[src/rtl/echo_cmd_map.svh]
`ifndef ECHO_CMD_MAP_SVH
`define ECHO_CMD_MAP_SVH

// register byte offsets on the apb side
`define ADDR_W             8
`define REG_CMD            8'h00
`define REG_STATUS         8'h04
`define REG_SPKR           8'h08
`define REG_LOCK_STATE     8'h0c
`define REG_LOCK_THR       8'h10
`define REG_UNLOCK_THR     8'h14

// status register layout
`define STATUS_VALID_BIT   16

// speakerphone parameter word
`define SPKR_OP_HI         15
`define SPKR_OP_LO         9
`define SPKR_OPCODE        7'h71
`define LINE_VOL_HI        8
`define LINE_VOL_LO        7
`define SPK_VOL_HI         6
`define SPK_VOL_LO         3
`define LOOP_ATT_HI        2
`define LOOP_ATT_LO        0

// prefix and parameter words
`define PFX_TRAIN          16'he012
`define PFX_LOCK_THR       16'he014
`define PFX_UNLOCK_THR     16'he01b
`define ARG_TRAIN_START    16'h4004
`define ARG_TRAIN_OFF      16'h0004
`define ARG_FORCE_LOCK     16'hc004

// reset values
`define DEF_LOCK_THR       16'hfff4
`define DEF_UNLOCK_THR     16'h0003
`define DEF_LINE_VOL       2'h2
`define DEF_SPK_VOL        4'h7
`define DEF_LOOP_ATT       3'h2

// field decoding
`define LINE_MUTE_CODE     2'h3
`define SPK_MUTE_CODE      4'hf
`define HALF_DUPLEX_MIN    3'h3
`define LINE_GAIN_TOP      8'h08
`define SPK_GAIN_TOP       8'h0e
`define LOOP_GAIN_TOP      8'h00
`define LINE_STEP_LOG      2
`define SPK_STEP_LOG       1
`define LOOP_STEP_LOG      2

`endif

[src/rtl/echo_cmd_pkg.sv]
package echo_cmd_pkg;

    typedef struct packed {
        logic        psel;
        logic        penable;
        logic        pwrite;
        logic [7:0]  paddr;
        logic [31:0] pwdata;
    } apb_req_t;

    typedef enum logic [1:0] {
        LOCK_OFF,
        LOCK_TRAINING,
        LOCK_HELD
    } lock_state_t;

    typedef struct packed {
        logic [1:0] line_vol;
        logic [3:0] spk_vol;
        logic [2:0] loop_att;
    } spkr_param_t;

    typedef struct packed {
        logic [7:0] line_gain_db;
        logic       line_mute;
        logic [7:0] spk_gain_db;
        logic       spk_mute;
        logic [7:0] loop_atten_db;
        logic       half_duplex;
    } audio_ctrl_t;

endpackage : echo_cmd_pkg

[src/rtl/echo_canceller_command_control.sv]
// Summary of operation
// - speakerphone word is 1110, 001, line, speaker, loop fields; echoed unchanged.
// - line volume 00 +8 dB, 01 +4 dB, 10 0 dB, 11 mutes microphone.
// - speaker volume 0000 +14 dB down 2 dB steps; 1111 mutes loudspeaker.
// - loop attenuation 0 to -28 dB in 4 dB; 011 up half-duplex; default 010.
// - prefix E012 then 4004 starts train-and-lock; both words echoed.
// - train-and-lock while locked unlocks first so training restarts.
// - prefix E012 then 0004 disables train-and-lock; both words echoed.
// - prefix E012 then C004 forces the locked state at once.
// - while locked, coefficients update only when attenuation beats lock threshold.
// - prefix E014 then signed dB sets lock threshold; default FFF4 (-12 dB).
// - prefix E01B sets unlock threshold, default 0003; amplification above it unlocks.
// - negative dB means attenuation, positive means amplification.
//
// Implementation choices: the register offsets and the APB interface to the registers.
`timescale 1ns/100ps
`default_nettype none
`include "echo_cmd_map.svh"

module echo_canceller_command_control (
    // clock and reset
    input  wire  logic                      clk_sys,
    input  wire  logic                      sys_rst,
    // apb slave
    input  wire  echo_cmd_pkg::apb_req_t    apb_in,
    output logic [31:0]                     prdata,
    output logic                            pready,
    output logic                            pslverr,
    // measurement from the canceller datapath
    input  wire  logic [15:0]               meas_atten,
    input  wire  logic                      meas_valid,
    // controls toward the audio path
    output echo_cmd_pkg::audio_ctrl_t       audio_ctrl,
    output logic                            train_enabled,
    output logic                            echo_locked,
    output logic                            coef_update_en,
    output logic [15:0]                     lock_threshold,
    output logic [15:0]                     unlock_threshold,
    // command echo toward the host side
    output logic [15:0]                     status_word,
    output logic                            status_valid,
    output logic                            cmd_strobe
);
    import echo_cmd_pkg::*;

    lock_state_t  lock_state;
    lock_state_t  next_lock_state;
    spkr_param_t  spkr;
    spkr_param_t  next_spkr;
    logic [15:0]  prefix_command_word;
    logic         prefix_pending;
    logic [15:0]  next_prefix_command_word;
    logic         next_prefix_pending;
    logic [15:0]  next_lock_thr;
    logic [15:0]  next_unlock_thr;
    audio_ctrl_t  next_audio;
    logic [31:0]  next_prdata;
    logic         next_coef_update;

    // apb decode
    wire          setup_phase  = apb_in.psel && !apb_in.penable;
    wire          access_done  = apb_in.psel && apb_in.penable && pready;
    wire          wr_done      = access_done && apb_in.pwrite;
    wire          rd_done      = access_done && !apb_in.pwrite;
    wire          hit_cmd      = apb_in.paddr == `REG_CMD;
    wire          hit_status   = apb_in.paddr == `REG_STATUS;
    wire          hit_spkr     = apb_in.paddr == `REG_SPKR;
    wire          hit_lock     = apb_in.paddr == `REG_LOCK_STATE;
    wire          hit_lthr     = apb_in.paddr == `REG_LOCK_THR;
    wire          hit_uthr     = apb_in.paddr == `REG_UNLOCK_THR;
    wire          addr_ok      = hit_cmd || hit_status || hit_spkr
                               || hit_lock || hit_lthr || hit_uthr;
    // cmd is write-only, the rest read-only
    wire          access_ok    = apb_in.pwrite ? hit_cmd : (addr_ok && !hit_cmd);

    // one host command word per cmd write
    wire          cmd_take     = wr_done && hit_cmd;
    wire   [15:0] cmd_word     = apb_in.pwdata[15:0];
    wire          status_rd    = rd_done && hit_status;

    // word classification
    wire          is_spkr_word = !prefix_pending
                               && cmd_word[`SPKR_OP_HI:`SPKR_OP_LO] == `SPKR_OPCODE;
    wire          is_prefix    = !prefix_pending
                               && (cmd_word == `PFX_TRAIN
                                   || cmd_word == `PFX_LOCK_THR
                                   || cmd_word == `PFX_UNLOCK_THR);
    wire          param_take   = cmd_take && prefix_pending;
    wire          train_cmd    = param_take && prefix_command_word == `PFX_TRAIN;
    wire          start_train  = train_cmd && cmd_word == `ARG_TRAIN_START;
    wire          stop_train   = train_cmd && cmd_word == `ARG_TRAIN_OFF;
    wire          force_lock   = train_cmd && cmd_word == `ARG_FORCE_LOCK;
    wire          set_lock_thr = param_take && prefix_command_word == `PFX_LOCK_THR;
    wire          set_unl_thr  = param_take && prefix_command_word == `PFX_UNLOCK_THR;

    // signed dB compares: negative is attenuation, positive amplification
    wire          beats_lock   = meas_valid
                               && $signed(meas_atten) < $signed(lock_threshold);
    wire          over_unlock  = meas_valid
                               && $signed(meas_atten) > $signed(unlock_threshold);

    // prefix tracking: the word after a prefix is its parameter
    always_comb begin
        next_prefix_command_word = prefix_command_word;
        next_prefix_pending      = prefix_pending;
        if (cmd_take) begin
            if (prefix_pending) begin
                next_prefix_pending = 1'b0;
            end else if (is_prefix) begin
                next_prefix_command_word = cmd_word;
                next_prefix_pending      = 1'b1;
            end
        end
    end

    // speakerphone parameter word captured field by field
    always_comb begin
        next_spkr = spkr;
        if (cmd_take && is_spkr_word) begin
            next_spkr.line_vol = cmd_word[`LINE_VOL_HI:`LINE_VOL_LO];
            next_spkr.spk_vol  = cmd_word[`SPK_VOL_HI:`SPK_VOL_LO];
            next_spkr.loop_att = cmd_word[`LOOP_ATT_HI:`LOOP_ATT_LO];
        end
    end

    // each volume field runs through its own instance of the step decoder
    wire   [7:0]  line_gain;
    wire          line_muted;
    wire   [7:0]  spk_gain;
    wire          spk_muted;
    wire   [7:0]  loop_gain;
    wire          loop_half = next_spkr.loop_att >= `HALF_DUPLEX_MIN;

    // line volume, top code mutes the microphone path
    echo_gain_decode #(
        .CODE_W    ($bits(next_spkr.line_vol)),
        .STEP_LOG  (`LINE_STEP_LOG),
        .TOP_DB    (`LINE_GAIN_TOP),
        .HAS_MUTE  (1'b1),
        .MUTE_CODE (`LINE_MUTE_CODE)
    ) line_dec_u (
        .code      (next_spkr.line_vol),
        .gain_db   (line_gain),
        .mute      (line_muted)
    );

    // speaker volume, top code mutes the loudspeaker
    echo_gain_decode #(
        .CODE_W    ($bits(next_spkr.spk_vol)),
        .STEP_LOG  (`SPK_STEP_LOG),
        .TOP_DB    (`SPK_GAIN_TOP),
        .HAS_MUTE  (1'b1),
        .MUTE_CODE (`SPK_MUTE_CODE)
    ) spk_dec_u (
        .code      (next_spkr.spk_vol),
        .gain_db   (spk_gain),
        .mute      (spk_muted)
    );

    // loop attenuation has no mute code
    echo_gain_decode #(
        .CODE_W    ($bits(next_spkr.loop_att)),
        .STEP_LOG  (`LOOP_STEP_LOG),
        .TOP_DB    (`LOOP_GAIN_TOP),
        .HAS_MUTE  (1'b0),
        .MUTE_CODE ('1)
    ) loop_dec_u (
        .code      (next_spkr.loop_att),
        .gain_db   (loop_gain),
        .mute      ()
    );

    assign next_audio = {line_gain, line_muted, spk_gain, spk_muted, loop_gain, loop_half};

    // thresholds are plain signed dB words
    always_comb begin
        next_lock_thr   = lock_threshold;
        next_unlock_thr = unlock_threshold;
        if (set_lock_thr) begin
            next_lock_thr = cmd_word;
        end
        if (set_unl_thr) begin
            next_unlock_thr = cmd_word;
        end
    end

    // train-and-lock state; host commands outrank measurements
    always_comb begin
        next_lock_state = lock_state;
        if (stop_train) begin
            next_lock_state = LOCK_OFF;
        end else if (force_lock) begin
            next_lock_state = LOCK_HELD;
        end else if (start_train) begin
            // also drops an existing lock so training starts afresh
            next_lock_state = LOCK_TRAINING;
        end else begin
            case (lock_state)
                LOCK_OFF: begin
                    next_lock_state = LOCK_OFF;
                end
                LOCK_TRAINING: begin
                    if (beats_lock) begin
                        next_lock_state = LOCK_HELD;
                    end
                end
                LOCK_HELD: begin
                    // a forced lock with huge thresholds never leaves here
                    if (over_unlock) begin
                        next_lock_state = LOCK_TRAINING;
                    end
                end
                default: begin
                    next_lock_state = LOCK_OFF;
                end
            endcase
        end
    end

    // coefficient update gate
    always_comb begin
        case (lock_state)
            LOCK_HELD: begin
                next_coef_update = beats_lock;
            end
            default: begin
                next_coef_update = 1'b1;
            end
        endcase
    end

    // read data mux, captured in the setup phase
    always_comb begin
        next_prdata = 32'h0000_0000;
        if (hit_status) begin
            next_prdata = {15'h0000, status_valid, status_word};
        end else if (hit_spkr) begin
            next_prdata = {23'h00_0000, spkr};
        end else if (hit_lock) begin
            next_prdata = {27'h000_0000, prefix_pending, coef_update_en,
                           echo_locked, train_enabled, lock_state == LOCK_HELD};
        end else if (hit_lthr) begin
            next_prdata = {16'h0000, lock_threshold};
        end else if (hit_uthr) begin
            next_prdata = {16'h0000, unlock_threshold};
        end
    end

    // apb handshake: zero wait states
    always_ff @(posedge clk_sys) begin
        if (sys_rst) begin
            pready  <= 1'b0;
            pslverr <= 1'b0;
            prdata  <= 32'h0000_0000;
        end else begin
            pready  <= setup_phase;
            pslverr <= setup_phase && !access_ok;
            prdata  <= setup_phase ? next_prdata : 32'h0000_0000;
        end
    end

    // every accepted word is echoed as status
    always_ff @(posedge clk_sys) begin
        if (sys_rst) begin
            status_word  <= 16'h0000;
            status_valid <= 1'b0;
            cmd_strobe   <= 1'b0;
        end else begin
            cmd_strobe <= cmd_take;
            if (cmd_take) begin
                status_word <= cmd_word;
            end
            // a new echo wins over the read that clears the old one
            status_valid <= cmd_take || (status_valid && !status_rd);
        end
    end

    always_ff @(posedge clk_sys) begin
        if (sys_rst) begin
            prefix_command_word <= 16'h0000;
            prefix_pending      <= 1'b0;
        end else begin
            prefix_command_word <= next_prefix_command_word;
            prefix_pending      <= next_prefix_pending;
        end
    end

    always_ff @(posedge clk_sys) begin
        if (sys_rst) begin
            spkr.line_vol            <= `DEF_LINE_VOL;
            spkr.spk_vol             <= `DEF_SPK_VOL;
            spkr.loop_att            <= `DEF_LOOP_ATT;
            audio_ctrl.line_gain_db  <= `LINE_GAIN_TOP - {4'h0, `DEF_LINE_VOL, 2'h0};
            audio_ctrl.line_mute     <= 1'b0;
            audio_ctrl.spk_gain_db   <= `SPK_GAIN_TOP - {3'h0, `DEF_SPK_VOL, 1'h0};
            audio_ctrl.spk_mute      <= 1'b0;
            audio_ctrl.loop_atten_db <= `LOOP_GAIN_TOP - {3'h0, `DEF_LOOP_ATT, 2'h0};
            audio_ctrl.half_duplex   <= 1'b0;
        end else begin
            spkr       <= next_spkr;
            audio_ctrl <= next_audio;
        end
    end

    always_ff @(posedge clk_sys) begin
        if (sys_rst) begin
            lock_threshold   <= `DEF_LOCK_THR;
            unlock_threshold <= `DEF_UNLOCK_THR;
        end else begin
            lock_threshold   <= next_lock_thr;
            unlock_threshold <= next_unlock_thr;
        end
    end

    always_ff @(posedge clk_sys) begin
        if (sys_rst) begin
            lock_state     <= LOCK_OFF;
            train_enabled  <= 1'b0;
            echo_locked    <= 1'b0;
            coef_update_en <= 1'b1;
        end else begin
            lock_state     <= next_lock_state;
            train_enabled  <= next_lock_state != LOCK_OFF;
            echo_locked    <= next_lock_state == LOCK_HELD;
            coef_update_en <= next_coef_update;
        end
    end

endmodule : echo_canceller_command_control

// one volume code to a signed dB gain; a muted path reports no gain, not a stale step
module echo_gain_decode #(
    parameter int                CODE_W    = 2,
    parameter int                STEP_LOG  = 2,
    parameter logic [7:0]        TOP_DB    = 8'h08,
    parameter bit                HAS_MUTE  = 1'b1,
    parameter logic [CODE_W-1:0] MUTE_CODE = '1
) (
    // field code
    input  wire logic [CODE_W-1:0] code,
    // decoded level
    output logic [7:0]             gain_db,
    output logic                   mute
);
    wire   [7:0]  step_db = 8'(code) << STEP_LOG;
    wire   [7:0]  raw_db  = TOP_DB - step_db;

    assign mute    = HAS_MUTE && code == MUTE_CODE;
    assign gain_db = mute ? 8'h00 : raw_db;

endmodule : echo_gain_decode
`default_nettype wire

[config.mk]
export PLATFORM = sky130hd
export DESIGN_NAME = echo_canceller_command_control
export DESIGN_NICKNAME = d
export VERILOG_FILES = /design/src/rtl/echo_cmd_pkg.sv /design/src/rtl/echo_canceller_command_control.sv
export VERILOG_INCLUDE_DIRS = /design/src /design/src/rtl
export SDC_FILE = /design/constraint.sdc
export NUM_CORES = 1
export LEC_CHECK = 0
export ABC_CLOCK_PERIOD_IN_PS = 4900
export BUFFER_PORTS_ARGS = -buffer_cell sky130_fd_sc_hd__buf_2
export CORE_ASPECT_RATIO = 0.5
export CORE_MARGIN = 2
export CORE_UTILIZATION = 30
export DETAILED_ROUTE_END_ITERATION = 10
export PLACE_DENSITY = 0.59
export SKIP_LAST_GASP = 1
export SLEW_MARGIN = 40
export SYNTH_ARGS = -nofsm -noshare
export SYNTH_HDL_FRONTEND = slang
export SYNTH_SLANG_ARGS = --single-unit
[constraint.sdc]
create_clock -name clk_sys -period 4.9 [get_ports clk_sys]
set_clock_uncertainty 0.15 [all_clocks]
set_input_delay 0.49 -clock clk_sys [delete_from_list [all_inputs] [get_ports clk_sys]]
set_output_delay 0.49 -clock clk_sys [all_outputs]
set_load 0.02 [all_outputs]
==> impl_metrics.csv, run 1 <==
group,metric,value,unit
drt,via_per_inst,4.84,
timing,holdWs,208,ps
clock_tree,clockBufferDepth,2,
worst_setup_path,cp_max_fo,20,
run_status,outcome,"completed",
timing,tns,0,ps
worst_setup_path,crit_chain,"buf_2 > or4_4 > or4b_4 > nor3_4 > mux2i_1 > ha_1 > or2_2",
power,peakVddDrop,215,uV
clock_tree,clk_pin_slew,60,ps
placement,dp_cells,989,
synth,synth_compound_area_frac,0.157,
synth,syn_area,5480,um2
synth,ys_ff_latch,113,
synth,postSynthCellCount,654,
worst_setup_path,slowest_delay,710,ps
drt,drt_iter0_markers,296,
floorplanning,ios,176,
drt,drt-total-wl,16600,um
clock_tree,cts_buffers,17,
clock_tree,cts_tree,"built",
synth,synth-edff-count,0,
timing,maxSlewViolCount,0,
synth,synth_xor_area_frac,0.00320,
finish,final_nets,872,
synth,synth_mux_area_frac,0.0226,
finish,syn_to_final_growth,24.6,%
clock_tree,ctsHoldBuffers,0,
worst_setup_path,r2r_slack,1810,ps
floorplanning,start_util,0.311,
floorplanning,die_w,195,um
worst_setup_path,r2r-start,"pready",
global_route,overflow,0,
timing,slew_headroom,0.454,
power,cellPowerDensity,348,nW/um2
synth,synth_fa_ha_area_frac,0.0823,
clock_tree,root_buffer,"clkbuf_16",
drt,drc,0,
hold_path,hold_end,"pslverr",
synth,synthDistinctLibCells,60,
floorplanning,placementRows,34,
placement,globalplace.congestion,0.799,
flow_run,maxCapViolations,0,
timing,setup_viol,0,
placement,numPortBuffers,139,
power,p_leak,0.00296,uW
synth,synth-seq-area-share,0.413,
drt,wire_per_inst,16.3,um
synth,syn_avg_cell_area,8.37,um2
finish,final_cell_count_no_fill,1021,
clock_tree,post_cts_resized,0,
clock_tree,post-cts-setup-buffer-count,0,
clock_tree,clock-sinks,113,
finish,drive_gt1_frac,0.259,
worst_setup_path,crit_path_start_kind,"input port",
drt,via_count,4943,
worst_setup_path,path_class,"in2reg",
timing,hold_violations,0,
placement,dp_hpwl,12500,um
synth,synthArstFlopShare,0,
synth,synth_top_family_by_area,"simple AND/OR/NAND/NOR gates",
synth,yosys_warnings,0,
floorplanning,die_y,99.5,um
global_route,grt_pass1_vias,4813,
floorplanning,dieArea,19400,um2
global_route,grt.total_usage,0.174,
hold_path,min_path_type,"in2reg",
worst_setup_path,crit_required,5050,ps
synth,ys.flop_type,"dfxtp_1",
synth,synth-simple-area-share,0.220,
hold_path,whs_path_depth,3,
floorplanning,core_area,17600,um2
drt,first_pass_iters,4,
timing,worst_slew_pin_slew,819,ps
global_route,grt_first_pass_wirelength,25800,um
global_route,grt_max_degree,38,
drt,ant_nets,0,
finish,num_antenna_cells,0,
timing,post-route-period-util,0.692,
timing,period_needed,3390,ps
worst_setup_path,worst_r2r_path_depth,6,
worst_setup_path,reg2reg_to,"audio_ctrl[4]",
clock_tree,htree_levels,4,
worst_setup_path,slowest_stage,"or4b_4",
worst_setup_path,worstSetupEndpointType,"flip-flop",
hold_path,holdCritStartpoint,"apb_in[32]",
global_route,antenna_found_initial,0,
finish,nFillCells,1830,
timing,grt_setup_unrepaired,"no",
timing,max_freq,295,MHz
clock_tree,clk_latency,420,ps
worst_setup_path,worstPathArrival,3540,ps
[cells by family (layout without fill, tap and decap cells)]
kind of cell             count (synthesis)  in the layout
buffers and inverters                  110            223
flip-flops                             113            113
other                                    1             21
XOR/XNOR                                 2              2
adder cells (fa/ha/maj)                 36             36
AND/OR/NAND/NOR                        244            244
AO/OA/AOI/OAI                          136            136
multiplexers                            12             12
[layout by cell type (no fill, tap or decap), drive strengths merged, types with 2 or more instances in the layout]
cell      count
a21o          2
a21oi        62
a22oi        20
a31oi         3
and2          8
and3         13
and4          3
buf         143
bufinv        4
clkbuf       17
clkinv        6
clkinvlp      2
conb         21
dfxtp       113
ha           36
inv          51
mux2          3
mux2i         9
nand2       122
nand2b        6
nand3         4
nand3b        4
nand4         7
nor2         45
nor2b         2
nor3          9
nor3b         2
nor4          4
nor4b         3
o211ai       16
o21ai        20
o31ai         2
or2           3
or4           3
or4b          2
xnor2         2
[layout make-up]
type | instances | area (um2) | share of cell area
tap | 234 | 293 | 0.0429
clock inverter | 15 | 206 | 0.0303
multi-input combinational | 451 | 2730 | 0.400
sequential | 113 | 2260 | 0.332
inverter | 48 | 180 | 0.0264
clock buffer | 17 | 425 | 0.0623
timing repair buffer | 143 | 726 | 0.106
[per-layer routing]
metal | global-route usage | share of wire
met5 | 0 | 0
met4 | 0.0552 | 0.015
met3 | 0.0417 | 0.053
met2 | 0.284 | 0.46
met1 | 0.228 | 0.47
[worst max path at each step]
| stage | start | depth (start not counted) | slack (ps) | end |
|---|---|---|---|---|
| detailed placement | apb_in[36] | 7 | 1120 | audio_ctrl[4] |
| CTS | apb_in[36] | 7 | 1540 | audio_ctrl[4] |
| finish | apb_in[36] | 7 | 1510 | audio_ctrl[4] |
| global placement | apb_in[36] | 7 | 1190 | audio_ctrl[4] |
| floorplan | apb_in[36] | 8 | 1720 | audio_ctrl[4] |
| global route | apb_in[36] | 7 | 1390 | audio_ctrl[4] |
[Yosys cell counts, types with 4 or more instances]
library cell,instances,area [um2]
a21oi_1,55,275
a21oi_2,7,61.3
a22oi_1,20,150
and2_1,8,50.1
and3_1,13,81.3
buf_2,4,20.0
buf_4,29,218
clkbuf_1,24,90.1
dfxtp_1,113,2260
ha_1,36,450
inv_1,48,180
mux2i_1,9,90.1
nand2_1,115,432
nand2_2,7,43.8
nand2b_1,6,37.5
nand3_1,4,20.0
nand3b_1,4,30.0
nand4_1,7,43.8
nor2_1,45,169
nor3_1,7,35.0
o211ai_1,16,120
o21ai_0,20,100
[worst max-delay path: cells and delay by family]
kind,cells,cell delay (ps)
fa+ha+maj,1,300
buf+inv,1,120
mux,1,460
simple gates,4,2150
[power breakdown]
group          internal [uW]  switching, uW  total [uW]  leakage, uW
sequential               920          0.623         921     0.000911
combinational           36.5           89.2         126      0.00174
clock                    855            471        1330     0.000304
[registers in the layout, indices dropped and copies added (netlist names), 2 cells and up]
signal               count
prefix_command_word     16
prdata                  17
lock_state               2
audio_ctrl              13
status_word             16
unlock_threshold        16
spkr                     9
lock_threshold          16
[metrics by stage]
| stage | setup WS [ps] | power, uW | util | instance area, um2 |
|---|---|---|---|---|
| after CTS | 1540 | 2390 | 0.387 | 6820 |
| after detailed placement | 1120 | 1070 | 0.352 | 6190 |
| after global routing | 1390 | 2440 | 0.387 | 6820 |
| after global placement | 1190 | 1060 | 0.352 | 6190 |
| final | 1510 | 2370 | 0.387 | 6820 |
| after floorplan | 1720 | 1020 | - | 5550 |
Power figures use the tool's default switching activity.
==> inputs of run 2 (changes only) <==
ABC_CLOCK_PERIOD_IN_PS = 3400   (was 4900)
clock period = 3.4 ns   (was 4.9 ns; I/O delays follow)
==> run 2 against run 1 <==
  * Clock power is 24% higher
  * Largest cell class unchanged
  * Power is 33% higher
  * Worst setup slack worse by 1100 ps
  * Non-clock buffer count is 9 higher
  * Sequential power is 44% higher
  * Via count is 0.53% higher
  * Hold slack worse by 160 ps
  * Critical endpoint is now train_enabled
  * Register-to-register slack worse by 1400 ps
  * Critical path depth is 2 higher
  * Design area is 0.29% lower
  * Utilization is 0.11 points lower
==> impl_metrics.csv, run 2 (same netlist as run 1, synthesis figures left out) <==
group,metric,value,unit
timing,period_needed,2950,ps
clock_tree,clk_pin_slew,60,ps
power,peakVddDrop,263,uV
power,cellPowerDensity,465,nW/um2
finish,stdcell_area,6800,um2
clock_tree,post_cts_resized,0,
timing,maxSlewViolCount,0,
timing,tns,0,ps
worst_setup_path,crit_required,3560,ps
timing,grt_setup_unrepaired,"no",
drt,via_per_inst,4.83,
floorplanning,core_area,17600,um2
floorplanning,die_w,195,um
worst_setup_path,slowest_stage,"dfxtp_1",
floorplanning,placementRows,34,
global_route,overflow,0,
hold_path,min_path_type,"in2reg",
floorplanning,start_util,0.311,
global_route,grt_first_pass_wirelength,25700,um
worst_setup_path,slowest_delay,410,ps
global_route,grt.total_usage,0.172,
worst_setup_path,worstSetupStartpoint,"unlock_threshold[11]",
clock_tree,ctsHoldBuffers,0,
drt,wire_per_inst,16.2,um
clock_tree,cts_buffers,17,
hold_path,holdCritStartpoint,"apb_in[32]",
drt,drc,0,
global_route,grt_pass1_vias,4758,
drt,drt_iter0_markers,254,
timing,post-route-period-util,0.867,
finish,largest_register_ffs,17,
floorplanning,die_y,99.5,um
timing,setup_viol,0,
floorplanning,ios,176,
placement,dpl_cell_area,6260,um2
power,p_leak,0.00297,uW
drt,via_count,4969,
clock_tree,clockBufferDepth,2,
finish,layout_common_cells,"buf_2, nand2_1, dfxtp_1, a21oi_1, inv_1",
worst_setup_path,crit_path_start_kind,"flip-flop",
run_status,outcome,"completed",
timing,slew_headroom,0.447,
finish,drive_gt1_frac,0.264,
clock_tree,htree_levels,4,
timing,max_freq,339,MHz
finish,regMostFlops,"prdata",
timing,worst_slew_pin_slew,829,ps
clock_tree,clock-sinks,113,
global_route,antenna_found_initial,0,
worst_setup_path,crit_chain,"inv_1 > ha_1 > nand4_1 > nor4_1 > o21ai_0 > a31oi_1 > a2111oi_0 > o31ai_1 > a21bo_2",
placement,globalplace.congestion,0.824,
placement,dp_hpwl,12500,um
worst_setup_path,r2r-start,"unlock_threshold[11]",
worst_setup_path,worstSetupEndpointType,"flip-flop",
global_route,grt_max_degree,50,
worst_setup_path,worstPathArrival,3100,ps
clock_tree,clk_latency,410,ps
clock_tree,cts_tree,"built",
timing,hold_violations,0,
clock_tree,post-cts-setup-buffer-count,0,
finish,syn_to_final_growth,24.3,%
flow_run,maxCapViolations,0,
placement,numPortBuffers,139,
worst_setup_path,cp_max_fo,4,
drt,first_pass_iters,5,
floorplanning,dieArea,19400,um2
finish,num_antenna_cells,0,
clock_tree,root_buffer,"clkbuf_16",
finish,final_nets,881,
worst_setup_path,path_class,"reg2reg",
finish,layout_commonest_cell,"buf_2",
drt,drt-total-wl,16700,um
drt,ant_nets,0,
[run 2: cell count changes in the layout (fill, tap and decap cells not counted), sizes merged]
cell      change
buf           +9
bufinv        -3
clkbuf        +3
clkinv        +2
clkinvlp      -1
inv           -3
[run 2: layout make-up]
class / instances / area (um2)
fillers: 1835 / 10800
multi-input cells: 451 / 2730
flip-flops and latches: 113 / 2260
repair buffers: 152 / 793
clock buffers: 20 / 457
well taps: 234 / 293
inverters: 48 / 180
clock inverters: 10 / 88.8
[run 2: through the flow]
stage                     std cells  utilization  setup WS [ps]  power (uW)  hold slack (ps)
final                          1028        0.386            452        3160             49.9
after global routing           1028        0.386            169        3260             81.1
after CTS                      1028        0.386            410        3180             46.2
after detailed placement        998        0.355            257        1530              308
after global placement          998        0.355            320        1530              296
after floorplan                 674            -            373        1470              279
[run 2: power breakdown]
part,switching [uW],internal [uW]
logic,128,52.7
registers,0.780,1330
clock network,623,1030
[run 2: critical path: cells and delay by family (launching register included)]
family / cells / cell delay, ps
AO/OA/AOI/OAI: 5 / 1340
adder cells (fa/ha/maj): 1 / 310
buffers and inverters: 1 / 60
flip-flops: 1 / 410
AND/OR/NAND/NOR: 2 / 580
[run 2: final timing paths]
check | endpoint | slack (ps) | depth (start not counted)
max | train_enabled | 450 | 9
min | pslverr | 50 | 3
max reg2reg | train_enabled | 450 | 9
min reg2reg | prefix_command_word[15] | 320 | 2
[run 2: metal layers]
| metal | vias up | GRT usage | wire length, um |
|---|---|---|---|
| met5 | - | 0 | 0 |
| met4 | 0 | 0.0634 | 235 |
| met1 | 2368 | 0.226 | 8010 |
| met3 | 23 | 0.0326 | 678 |
| met2 | 132 | 0.282 | 7750 |
| li1 | 2446 | - | - |
